==> src/inc/pvos_pkg.sv <==
package pvos_pkg;

    // --------------------------------------------------------------------
    // register map (byte addresses on the target port)
    // --------------------------------------------------------------------
    localparam int PVOS_AW = 8;
    localparam logic [PVOS_AW-1:0] PVOS_OFS_BLOCK_CTRL = 8'h00;
    localparam logic [PVOS_AW-1:0] PVOS_OFS_HSYNC_CTRL = 8'h04;
    localparam logic [PVOS_AW-1:0] PVOS_OFS_VSYNC_CTRL = 8'h08;
    localparam logic [PVOS_AW-1:0] PVOS_OFS_DE_HOR_CTRL = 8'h0C;
    localparam logic [PVOS_AW-1:0] PVOS_OFS_DE_VER_CTRL = 8'h10;
    localparam logic [PVOS_AW-1:0] PVOS_OFS_PAD_CTRL = 8'h14;
    localparam logic [PVOS_AW-1:0] PVOS_OFS_PAD_LEVEL = 8'h18;
    localparam logic [31:0] PVOS_REG_RST = 32'h0000_0000;

    // --------------------------------------------------------------------
    // block_control fields
    // --------------------------------------------------------------------
    localparam int PVOS_CTL_ENABLE = 0;
    localparam int PVOS_CTL_COL8 = 1;
    localparam int PVOS_CTL_DE_POL = 2;
    localparam int PVOS_CTL_CLK_POL = 3;
    localparam int PVOS_CTL_CLK_DLY = 4;
    localparam int PVOS_CTL_CLK_DIV2 = 6;
    localparam int PVOS_CTL_HS_POL = 7;
    localparam int PVOS_CTL_VS_POL = 8;
    localparam int PVOS_CTL_UNDERRUN = 16;
    localparam int PVOS_CTL_EMPTY = 17;
    localparam logic [31:0] PVOS_CTL_WMASK = 32'h0000_01FF;

    // --------------------------------------------------------------------
    // window registers: start in low half, stop in high half
    // --------------------------------------------------------------------
    localparam int PVOS_FLD_START = 0;
    localparam int PVOS_FLD_STOP = 16;

    // --------------------------------------------------------------------
    // pads
    // --------------------------------------------------------------------
    localparam int PVOS_PAD_N = 30;
    localparam int PVOS_PAD_SW_FIRST = 12;
    localparam int PVOS_PAD_SW_N = 18;
    localparam int PVOS_PAD_BIT_DE = 18;
    localparam int PVOS_PAD_BIT_VS = 19;
    localparam int PVOS_PAD_BIT_CLK = 20;
    localparam int PVOS_COL_W = 10;
    localparam int PVOS_FIFO_DEPTH = 16;
    localparam int PVOS_CNT_W = 12;
    localparam logic [1:0] PVOS_DLY_NONE = 2'h0;

    typedef enum logic [1:0] {
        PVOS_PH0 = 2'b01,
        PVOS_PH1 = 2'b10
    } pvos_phase_e;

endpackage

==> src/rtl/pvos_top.sv <==
`timescale 1ns/100ps
// Functional notes
// - multiplexed mode: each pixel over two phases, fixed 10-bit and 8-bit pad maps
// - data enable comes only from the programmed window registers
// - data enable is built in pixel clock domain from line sync, frame reset, line count
// - hsync, vsync and data enable all leave from the same pixel clock domain
// - data enable polarity is chosen by a register bit
// - data clock output with selectable polarity and, at half rate only, one of four delays
// - data clock runs at full clock rate or half rate
// - each reconfigurable pad has a mode bit and a software level bit
// - reconfigurable pads stay push-pull outputs in both modes
// - software pad level reaches the pad at the next pixel clock edge
// - override exists for video pads 12..29, data enable, vsync and data clock
// - registers at byte offsets 0x00 to 0x18 on the dedicated target port

// ------------------------------------------------------------------------
// pixel fifo
// ------------------------------------------------------------------------
module pvos_fifo #(
    parameter int W = 30,
    parameter int DEPTH = 16
) (
    // clock and reset
    input wire logic i_core_clk,
    input wire logic i_rst,
    // fill side
    input wire logic i_in_valid,
    input wire logic [W-1:0] i_in_data,
    output logic o_in_ready,
    // drain side
    output logic o_out_valid,
    output logic [W-1:0] o_out_data,
    input wire logic i_out_ready
);
    localparam int AW = $clog2(DEPTH);
    localparam logic [AW:0] FULL_CNT = (AW+1)'(DEPTH);

    typedef struct packed {
        logic [DEPTH-1:0][W-1:0] mem;
        logic [AW-1:0] wr_ptr;
        logic [AW-1:0] rd_ptr;
        logic [AW:0] count;
    } pvos_fifo_s;

    pvos_fifo_s q_ff;
    pvos_fifo_s nxt_q;
    logic push;
    logic pop;

    assign o_in_ready = (q_ff.count != FULL_CNT);
    assign o_out_valid = (q_ff.count != '0);
    assign o_out_data = q_ff.mem[q_ff.rd_ptr];
    assign push = i_in_valid && o_in_ready;
    assign pop = o_out_valid && i_out_ready;

    always_comb begin
        nxt_q = q_ff;
        if (push) begin
            nxt_q.mem[q_ff.wr_ptr] = i_in_data;
            nxt_q.wr_ptr = q_ff.wr_ptr + 1'b1;
        end
        if (pop) begin
            nxt_q.rd_ptr = q_ff.rd_ptr + 1'b1;
        end
        if (push && !pop) begin
            nxt_q.count = q_ff.count + 1'b1;
        end else if (pop && !push) begin
            nxt_q.count = q_ff.count - 1'b1;
        end
    end

    always_ff @(posedge i_core_clk or posedge i_rst) begin
        if (i_rst) begin
            q_ff <= '0;
        end else begin
            q_ff <= nxt_q;
        end
    end
endmodule

// ------------------------------------------------------------------------
// panel video output stage
// ------------------------------------------------------------------------
module pvos_top import pvos_pkg::*; #(
    parameter int CNT_W = PVOS_CNT_W,
    parameter int FIFO_DEPTH = PVOS_FIFO_DEPTH
) (
    // clock and reset (clock is the output pixel clock)
    input wire logic i_core_clk,
    input wire logic i_rst,
    // register target port
    input wire logic i_reg_req,
    input wire logic i_reg_wr,
    input wire logic [PVOS_AW-1:0] i_reg_addr,
    input wire logic [31:0] i_reg_wdata,
    output logic o_reg_ack,
    output logic [31:0] o_reg_rdata,
    // timing references from the timebase
    input wire logic i_line_sync_pixel_ref,
    input wire logic i_frame_sync_reset_ref,
    input wire logic [CNT_W-1:0] i_line_counter_ref,
    // pixel stream in
    input wire logic i_pix_valid,
    input wire logic [PVOS_COL_W-1:0] i_pix_r,
    input wire logic [PVOS_COL_W-1:0] i_pix_g,
    input wire logic [PVOS_COL_W-1:0] i_pix_b,
    output logic o_pix_ready,
    // panel pads
    output logic [PVOS_PAD_N-1:0] o_video_pad,
    output logic o_panel_data_enable_pad,
    output logic o_hsync_pad,
    output logic o_vsync_pad,
    output logic o_data_clk_pad
);
    localparam int PIX_W = 3 * PVOS_COL_W;

    typedef struct packed {
        logic [31:0] ctl;
        logic [31:0] hs;
        logic [31:0] vs;
        logic [31:0] deh;
        logic [31:0] dev;
        logic [31:0] padc;
        logic [31:0] padl;
        logic [31:0] rdata;
        logic ack;
        logic underrun;
        logic [CNT_W-1:0] hcnt;
        pvos_phase_e phase;
        logic [PVOS_PAD_N-1:0] vpad;
        logic de_pad;
        logic hs_pad;
        logic vs_pad;
        logic sw_clk;
        logic div_clk;
        logic [2:0] dly;
    } pvos_state_s;

    pvos_state_s q_ff;
    pvos_state_s nxt_q;

    logic fifo_valid;
    logic fifo_ready;
    logic [PIX_W-1:0] fifo_data;
    logic h_win;
    logic v_win;
    logic de_act;
    logic hs_act;
    logic vs_act;
    logic [PVOS_COL_W-1:0] pr;
    logic [PVOS_COL_W-1:0] pg;
    logic [PVOS_COL_W-1:0] pb;
    logic [PVOS_PAD_N-1:0] map;
    logic [PVOS_PAD_N-1:0] ovr;
    logic [PVOS_PAD_N-1:0] sw_lvl;
    logic [31:0] rd;
    logic [1:0] dly_sel;
    logic clk_tap;
    logic clk_src;

    // ------------------------------------------------------------------
    // pixel buffer: fills whenever it has room, drained one pixel per pair of phases while data enable is active
    // ------------------------------------------------------------------
    pvos_fifo #(
        .W(PIX_W),
        .DEPTH(FIFO_DEPTH)
    ) u_fifo (
        .i_core_clk(i_core_clk),
        .i_rst(i_rst),
        .i_in_valid(i_pix_valid),
        .i_in_data({i_pix_r, i_pix_g, i_pix_b}),
        .o_in_ready(o_pix_ready),
        .o_out_valid(fifo_valid),
        .o_out_data(fifo_data),
        .i_out_ready(fifo_ready)
    );

    // ------------------------------------------------------------------
    // windows from programmed registers only
    // ------------------------------------------------------------------
    function automatic logic in_win(input logic [CNT_W-1:0] pos, input logic [31:0] win);
        in_win = (pos >= win[PVOS_FLD_START +: CNT_W]) && (pos < win[PVOS_FLD_STOP +: CNT_W]);
    endfunction

    assign h_win = in_win(q_ff.hcnt, q_ff.deh);
    assign v_win = in_win(i_line_counter_ref, q_ff.dev);
    assign de_act = q_ff.ctl[PVOS_CTL_ENABLE] && h_win && v_win;
    assign hs_act = q_ff.ctl[PVOS_CTL_ENABLE] && in_win(q_ff.hcnt, q_ff.hs);
    assign vs_act = q_ff.ctl[PVOS_CTL_ENABLE] && in_win(i_line_counter_ref, q_ff.vs);
    // pixel leaves the buffer at the end of its second phase
    assign fifo_ready = de_act && (q_ff.phase == PVOS_PH1);

    // ------------------------------------------------------------------
    // two-phase pad mapping; an empty buffer inside the window sends black
    // ------------------------------------------------------------------
    assign pr = fifo_valid ? fifo_data[2*PVOS_COL_W +: PVOS_COL_W] : '0;
    assign pg = fifo_valid ? fifo_data[PVOS_COL_W +: PVOS_COL_W] : '0;
    assign pb = fifo_valid ? fifo_data[0 +: PVOS_COL_W] : '0;

    always_comb begin
        map = '0;
        if (q_ff.ctl[PVOS_CTL_COL8]) begin
            // 8-bit colour takes the upper eight bits of each component
            if (q_ff.phase == PVOS_PH0) begin
                map[11:0] = {pg[5:2], pb[9:2]};
            end else begin
                map[11:0] = {pr[9:2], pg[9:6]};
            end
        end else begin
            if (q_ff.phase == PVOS_PH0) begin
                map[14:0] = {pg[8], pg[3:0], pb};
            end else begin
                map[14:0] = {pr[8:4], pr[9], pg[9], pr[3:0], pg[7:4]};
            end
        end
    end

    // ------------------------------------------------------------------
    // register read mux
    // ------------------------------------------------------------------
    always_comb begin
        rd = '0;
        if (i_reg_addr == PVOS_OFS_BLOCK_CTRL) begin
            rd = q_ff.ctl & PVOS_CTL_WMASK;
            rd[PVOS_CTL_UNDERRUN] = q_ff.underrun;
            rd[PVOS_CTL_EMPTY] = ~fifo_valid;
        end else if (i_reg_addr == PVOS_OFS_HSYNC_CTRL) begin
            rd = q_ff.hs;
        end else if (i_reg_addr == PVOS_OFS_VSYNC_CTRL) begin
            rd = q_ff.vs;
        end else if (i_reg_addr == PVOS_OFS_DE_HOR_CTRL) begin
            rd = q_ff.deh;
        end else if (i_reg_addr == PVOS_OFS_DE_VER_CTRL) begin
            rd = q_ff.dev;
        end else if (i_reg_addr == PVOS_OFS_PAD_CTRL) begin
            rd = q_ff.padc;
        end else if (i_reg_addr == PVOS_OFS_PAD_LEVEL) begin
            rd = q_ff.padl;
        end
    end

    // ------------------------------------------------------------------
    // next state
    // ------------------------------------------------------------------
    assign ovr = {q_ff.padc[PVOS_PAD_SW_N-1:0], {PVOS_PAD_SW_FIRST{1'b0}}};
    // level bits share the mode bits' positions, so they move up to the first reconfigurable pad
    assign sw_lvl = {q_ff.padl[PVOS_PAD_SW_N-1:0], {PVOS_PAD_SW_FIRST{1'b0}}};

    always_comb begin
        nxt_q = q_ff;
        nxt_q.ack = i_reg_req;
        nxt_q.rdata = (i_reg_req && !i_reg_wr) ? rd : q_ff.rdata;
        if (i_reg_req && i_reg_wr) begin
            if (i_reg_addr == PVOS_OFS_BLOCK_CTRL) begin
                nxt_q.ctl = i_reg_wdata & PVOS_CTL_WMASK;
                if (i_reg_wdata[PVOS_CTL_UNDERRUN]) begin
                    nxt_q.underrun = 1'b0;
                end
            end else if (i_reg_addr == PVOS_OFS_HSYNC_CTRL) begin
                nxt_q.hs = i_reg_wdata;
            end else if (i_reg_addr == PVOS_OFS_VSYNC_CTRL) begin
                nxt_q.vs = i_reg_wdata;
            end else if (i_reg_addr == PVOS_OFS_DE_HOR_CTRL) begin
                nxt_q.deh = i_reg_wdata;
            end else if (i_reg_addr == PVOS_OFS_DE_VER_CTRL) begin
                nxt_q.dev = i_reg_wdata;
            end else if (i_reg_addr == PVOS_OFS_PAD_CTRL) begin
                nxt_q.padc = i_reg_wdata;
            end else if (i_reg_addr == PVOS_OFS_PAD_LEVEL) begin
                nxt_q.padl = i_reg_wdata;
            end
        end
        // set wins over a clear in the same cycle
        if (fifo_ready && !fifo_valid) begin
            nxt_q.underrun = 1'b1;
        end
        // horizontal position and phase restart on line sync or frame reset
        if (i_line_sync_pixel_ref || i_frame_sync_reset_ref) begin
            nxt_q.hcnt = '0;
            nxt_q.phase = PVOS_PH0;
        end else begin
            nxt_q.hcnt = q_ff.hcnt + 1'b1;
            nxt_q.phase = (q_ff.phase == PVOS_PH0) ? PVOS_PH1 : PVOS_PH0;
        end
        // pads are registered from the current state; software level lands one edge later
        nxt_q.vpad = ((de_act ? map : '0) & ~ovr) | (sw_lvl & ovr);
        nxt_q.de_pad = q_ff.padc[PVOS_PAD_BIT_DE] ? q_ff.padl[PVOS_PAD_BIT_DE]
                     : (de_act ^ q_ff.ctl[PVOS_CTL_DE_POL]);
        nxt_q.hs_pad = hs_act ^ q_ff.ctl[PVOS_CTL_HS_POL];
        nxt_q.vs_pad = q_ff.padc[PVOS_PAD_BIT_VS] ? q_ff.padl[PVOS_PAD_BIT_VS]
                     : (vs_act ^ q_ff.ctl[PVOS_CTL_VS_POL]);
        nxt_q.sw_clk = q_ff.padl[PVOS_PAD_BIT_CLK];
        // half-rate clock is high during phase 0, then delayed through a short tap line
        nxt_q.div_clk = (nxt_q.phase == PVOS_PH0);
        nxt_q.dly = {q_ff.dly[1:0], q_ff.div_clk};
    end

    always_ff @(posedge i_core_clk or posedge i_rst) begin
        if (i_rst) begin
            q_ff <= '0;
            q_ff.phase <= PVOS_PH0;
        end else begin
            q_ff <= nxt_q;
        end
    end

    // ------------------------------------------------------------------
    // data clock: delay taps act on the half-rate clock only, since a
    // full-rate clock cannot be delayed by whole cycles of itself
    // ------------------------------------------------------------------
    assign dly_sel = q_ff.ctl[PVOS_CTL_CLK_DLY +: 2];
    assign clk_tap = (dly_sel == PVOS_DLY_NONE) ? q_ff.div_clk : q_ff.dly[dly_sel - 2'h1];
    assign clk_src = q_ff.ctl[PVOS_CTL_CLK_DIV2] ? clk_tap : i_core_clk;

    // ------------------------------------------------------------------
    // outputs: every pad is push-pull, never released
    // ------------------------------------------------------------------
    assign o_reg_ack = q_ff.ack;
    assign o_reg_rdata = q_ff.rdata;
    assign o_video_pad = q_ff.vpad;
    assign o_panel_data_enable_pad = q_ff.de_pad;
    assign o_hsync_pad = q_ff.hs_pad;
    assign o_vsync_pad = q_ff.vs_pad;
    assign o_data_clk_pad = q_ff.padc[PVOS_PAD_BIT_CLK] ? q_ff.sw_clk
                          : (clk_src ^ q_ff.ctl[PVOS_CTL_CLK_POL]);
endmodule

==> config.mk <==
export PLATFORM = sky130hd
export DESIGN_NAME = pvos_top
export DESIGN_NICKNAME = d
export VERILOG_FILES = /design/src/inc/pvos_pkg.sv /design/src/rtl/pvos_top.sv
export SDC_FILE = /design/constraint.sdc
export NUM_CORES = 2
export LEC_CHECK = 0
export BUFFER_PORTS_ARGS = -buffer_cell sky130_fd_sc_hd__buf_2
export CAP_MARGIN = 20
export CORE_MARGIN = 3
export CORE_UTILIZATION = 39
export DETAILED_ROUTE_END_ITERATION = 10
export PLACE_DENSITY_LB_ADDON = 0.25
export RECOVER_POWER = 25
export SYNTH_ARGS = -nofsm -noshare
export SYNTH_HDL_FRONTEND = slang
export SYNTH_SLANG_ARGS = --single-unit
export TNS_END_PERCENT = 100
==> constraint.sdc <==
create_clock -name i_core_clk -period 34.6 [get_ports i_core_clk]
set_input_delay 5.19 -clock i_core_clk [delete_from_list [all_inputs] [get_ports i_core_clk]]
set_output_delay 5.19 -clock i_core_clk [all_outputs]
set_load 0.01 [all_outputs]
==> flow_summary.json <==
{
  "share_of_the_synthesized_area_in_compound_gates_ao_oa_aoi_oai_pct": 7.05,
  "grtUsageMet1_pct": 27.7,
  "synthesis.nets": 3109,
  "fraction_of_synthesized_cell_area_in_xor_and_xnor_cells_pct": 0.558,
  "use_met2_pct": 37.1,
  "hp-class": "reg -> reg",
  "cts-resized-gates": 0,
  "peakVddDrop_mv": 0.0508,
  "overflow": 0,
  "most_crowded_layer_after_global_routing": "met2",
  "io_pins": 157,
  "yosys.area_share.adder_pct": 3.47,
  "ys_async_sr_fraction_pct": 100,
  "max-slew-margin-rel_pct": -490,
  "cts_tree": "done",
  "dp_hpwl_um": 67700,
  "proportion_of_layout_cells_with_a_drive_suffix_above_1_pct": 33.8,
  "core-area_um2": 95400,
  "number_of_synthesized_flops_with_an_enable_pin": 0,
  "pwr_density_cell_nw_per_um2": 69.4,
  "final_net_count": 3139,
  "worst_setup_hold_path_clk_slew_ns": 0.06,
  "gr-usage-met3_pct": 3.55,
  "end_kind": "primary output",
  "layoutNonFillerInstCount": 4280,
  "yosys_most_used_dff": "sky130_fd_sc_hd__dfrtp_1",
  "tightest_slew_ns": 8.86,
  "die-height_um": 317,
  "netlist_instances": 2916,
  "switching_share_pct": 27.1,
  "syn_area_um2": 37700,
  "setup_viol_count_final": 0,
  "port_buffers": 156,
  "avgSynthCellArea_um2": 12.9,
  "power.share.combinational_pct": 22.0,
  "layout-area-overhead-vs-synth_pct": 11.5,
  "gpl.final_weighted_congestion": 0.884,
  "final_hold_viol_count": 0,
  "routed_via_density": 5.64,
  "postCtsHoldBufs": 0,
  "global_route.usage.total_pct": 21.6,
  "seq_area_frac_synth_pct": 51.8,
  "path_common_cell": "sky130_fd_sc_hd__clkbuf_16",
  "worst-path-max-fanout": 2,
  "cap_violations": 11,
  "die_ar_um2": 100000,
  "synth-seq-cells": 780,
  "drcViolationCount": 0,
  "initial_core_util_pct": 39.5,
  "vias": 24100,
  "grt_setup_unrepaired": "no",
  "status": "finished with violations",
  "cts_setup_buffers": 0,
  "detail_route.iter0.violations": 1783,
  "simple_gate_area_share_of_the_yosys_netlist_pct": 4.96,
  "num-fill-cells": 8727,
  "synth.area.mux_share_pct": 27.3,
  "p_leak_nw": 19.0,
  "drt.antenna.violating_nets": 0,
  "grt_first_pass_wirelength_um": 162000,
  "worst_path_largest_cell_delay_ns": 0.62,
  "total_switching_power_w": 0.000790,
  "main_combinational_cell_family_by_area_after_synthesis": "multiplexers",
  "crit_chain": "clkbuf_16 -> clkbuf_16 -> mux2i_1 -> xor2_1 -> o21ai_0 -> buf_2",
  "violations": "max-capacitance violations, max-slew violations",
  "seq_power_share_pct": 45.9,
  "grt_max_degree": 173,
  "synth-warning-count": 0,
  "power.internal_w": 0.00213,
  "final_max_slew_viol_count": 589,
  "timing.critical_path.required_ns": 29.41,
  "grt_pass1_vias": 25400,
  "route.final.wire_length_um": 108000,
  "finClkSkew_ns": 0.0245,
  "netlist-cell-type-count": 73,
  "fp-row-count": 113,
  "critPathArrivalTime_ns": 18.74,
  "setup-tns-final_ns": 0,
  "type_of_element_launching_the_critical_path": "clock port",
  "antenna_violations_before_repair": 12,
  "wl_per_cell_um": 25.2,
  "critical_path_class": "clk -> out",
  "p_clk_share_pct": 32.2,
  "drtPass1Iterations": 5,
  "cpMaxStageDelayCell": "sky130_fd_sc_hd__o21ai_0",
  "dieWidth_um": 317,
  "clock_latency_reported_for_the_late_side_of_the_worst_skew_pair_ns": 0.76,
  "placed_cells": 4117
}
[final cells by class]
class / count / area (um^2) / area share, %
timing repair buffer: 201 / 1130 / 2.69
clock buffer: 130 / 2570 / 6.13
sequential: 780 / 19500 / 46.5
tap: 1265 / 1580 / 3.77
inverter: 109 / 410 / 0.977
antenna: 6 / 15.0 / 0.0357
clock inverter: 24 / 302 / 0.718
multi-input combinational: 1765 / 16500 / 39.2
[sequential cells by signal (all words and copies together), names as in the netlist]
name and count:
dly_sel 2, nxt_q 4, o_hsync_pad 1, o_panel_data_enable_pad 1, o_reg_ack 1, o_reg_rdata 32
o_video_pad 30, o_vsync_pad 1, ovr 18, q_ff 197, u_fifo.q_ff 493
[cell usage in the layout (no fill, tap or decap), types with 21 or more instances in the layout]
master and count:
sky130_fd_sc_hd__dfrtp_1 776, sky130_fd_sc_hd__mux2_2 534, sky130_fd_sc_hd__buf_2 153, sky130_fd_sc_hd__a21oi_1 136, sky130_fd_sc_hd__o21ai_0 112, sky130_fd_sc_hd__nand2_1 110, sky130_fd_sc_hd__inv_1 105, sky130_fd_sc_hd__ha_1 103
sky130_fd_sc_hd__mux4_2 102, sky130_fd_sc_hd__nor2_1 97, sky130_fd_sc_hd__clkbuf_16 90, sky130_fd_sc_hd__mux2_1 79, sky130_fd_sc_hd__mux2i_1 63, sky130_fd_sc_hd__clkbuf_1 38, sky130_fd_sc_hd__nand3_1 35, sky130_fd_sc_hd__a22oi_1 33
sky130_fd_sc_hd__mux2_4 30, sky130_fd_sc_hd__buf_4 30, sky130_fd_sc_hd__o21ai_1 28, sky130_fd_sc_hd__o22ai_1 24, sky130_fd_sc_hd__nor3_1 22, sky130_fd_sc_hd__nand2b_1 21
[critical path: cells and delay by family]
kind | cells | cell delay, ns
AOI/OAI and AO/OA | 1 | 0.62
buffers and inverters | 3 | 0.51
muxes | 1 | 0.16
xor gates and xnor gates | 1 | 0.14
[cell usage after synthesis (76+ instances only)]
cell | instances | area share [%]
sky130_fd_sc_hd__clkbuf_1 | 91 | 0.91
sky130_fd_sc_hd__mux4_2 | 102 | 6.1
sky130_fd_sc_hd__a21oi_1 | 136 | 1.8
sky130_fd_sc_hd__mux2_2 | 534 | 16
sky130_fd_sc_hd__ha_1 | 103 | 3.4
sky130_fd_sc_hd__o21ai_0 | 112 | 1.5
sky130_fd_sc_hd__mux2_1 | 79 | 2.4
sky130_fd_sc_hd__nor2_1 | 97 | 0.97
sky130_fd_sc_hd__inv_1 | 106 | 1.1
sky130_fd_sc_hd__nand2_1 | 110 | 1.1
sky130_fd_sc_hd__dfrtp_1 | 779 | 52
sky130_fd_sc_hd__buf_2 | 76 | 1.0
[power by group through the flow]
stage          logic (W)  registers [W]  clock network [W]
2_1_floorplan   0.000502        0.00130         0.00000263
3_3_place_gp    0.000616        0.00132         0.00000362
3_5_place_dp    0.000643        0.00135         0.00000362
4_1_cts         0.000645        0.00133           0.000961
5_1_grt         0.000693        0.00137           0.000998
6_report        0.000641        0.00134           0.000938
[routing by layer]
metal / share of wire [%] / up-vias / wire (um)
li1: - / 10600 / -
met1: 42 / 12700 / 45300
met2: 50 / 653 / 53700
met3: 5.0 / 218 / 5420
met4: 3.3 / 6 / 3560
met5: 0.044 / - / 47
[metrics by stage]
step | area [um^2] | total power [W] | hold slack, ns | setup WS (ns) | util (%)
after floorplan | 37700 | 0.00181 | 0.353 | 7.51 | -
after global placement | 39100 | 0.00194 | 0.365 | 11.63 | 41.0
final | 42000 | 0.00292 | 0.387 | 10.67 | 44.0
after global routing | 42000 | 0.00306 | 0.396 | 10.56 | 44.0
after CTS | 42000 | 0.00294 | 0.392 | 10.45 | 44.0
after detailed placement | 39100 | 0.00200 | 0.366 | 11.63 | 41.0
[kinds of logic after synthesis]
kind of cell             Yosys count
flip-flops                       780
adder cells (fa/ha/maj)          104
multiplexers                     808
XOR/XNOR                          24
AND/OR/NAND/NOR                  387
AO/OA/AOI/OAI                    442
buffers and inverters            371
[worst paths after layout]
check	cells past startpoint	from	end	slack [ns]
setup / recovery	6	i_core_clk	o_data_clk_pad	10.67
hold / removal	0	nxt_q[2]	q_ff[2]	0.39
setup reg to reg	7	u_fifo.q_ff[0]	u_fifo.q_ff[208]	29.58
hold reg to reg	0	nxt_q[2]	q_ff[2]	0.39
max in group asynchronous	4	i_rst	q_ff[259]	15.80
min in group asynchronous	2	i_rst	u_fifo.q_ff[257]	4.42
Power figures use the tool's default switching activity.
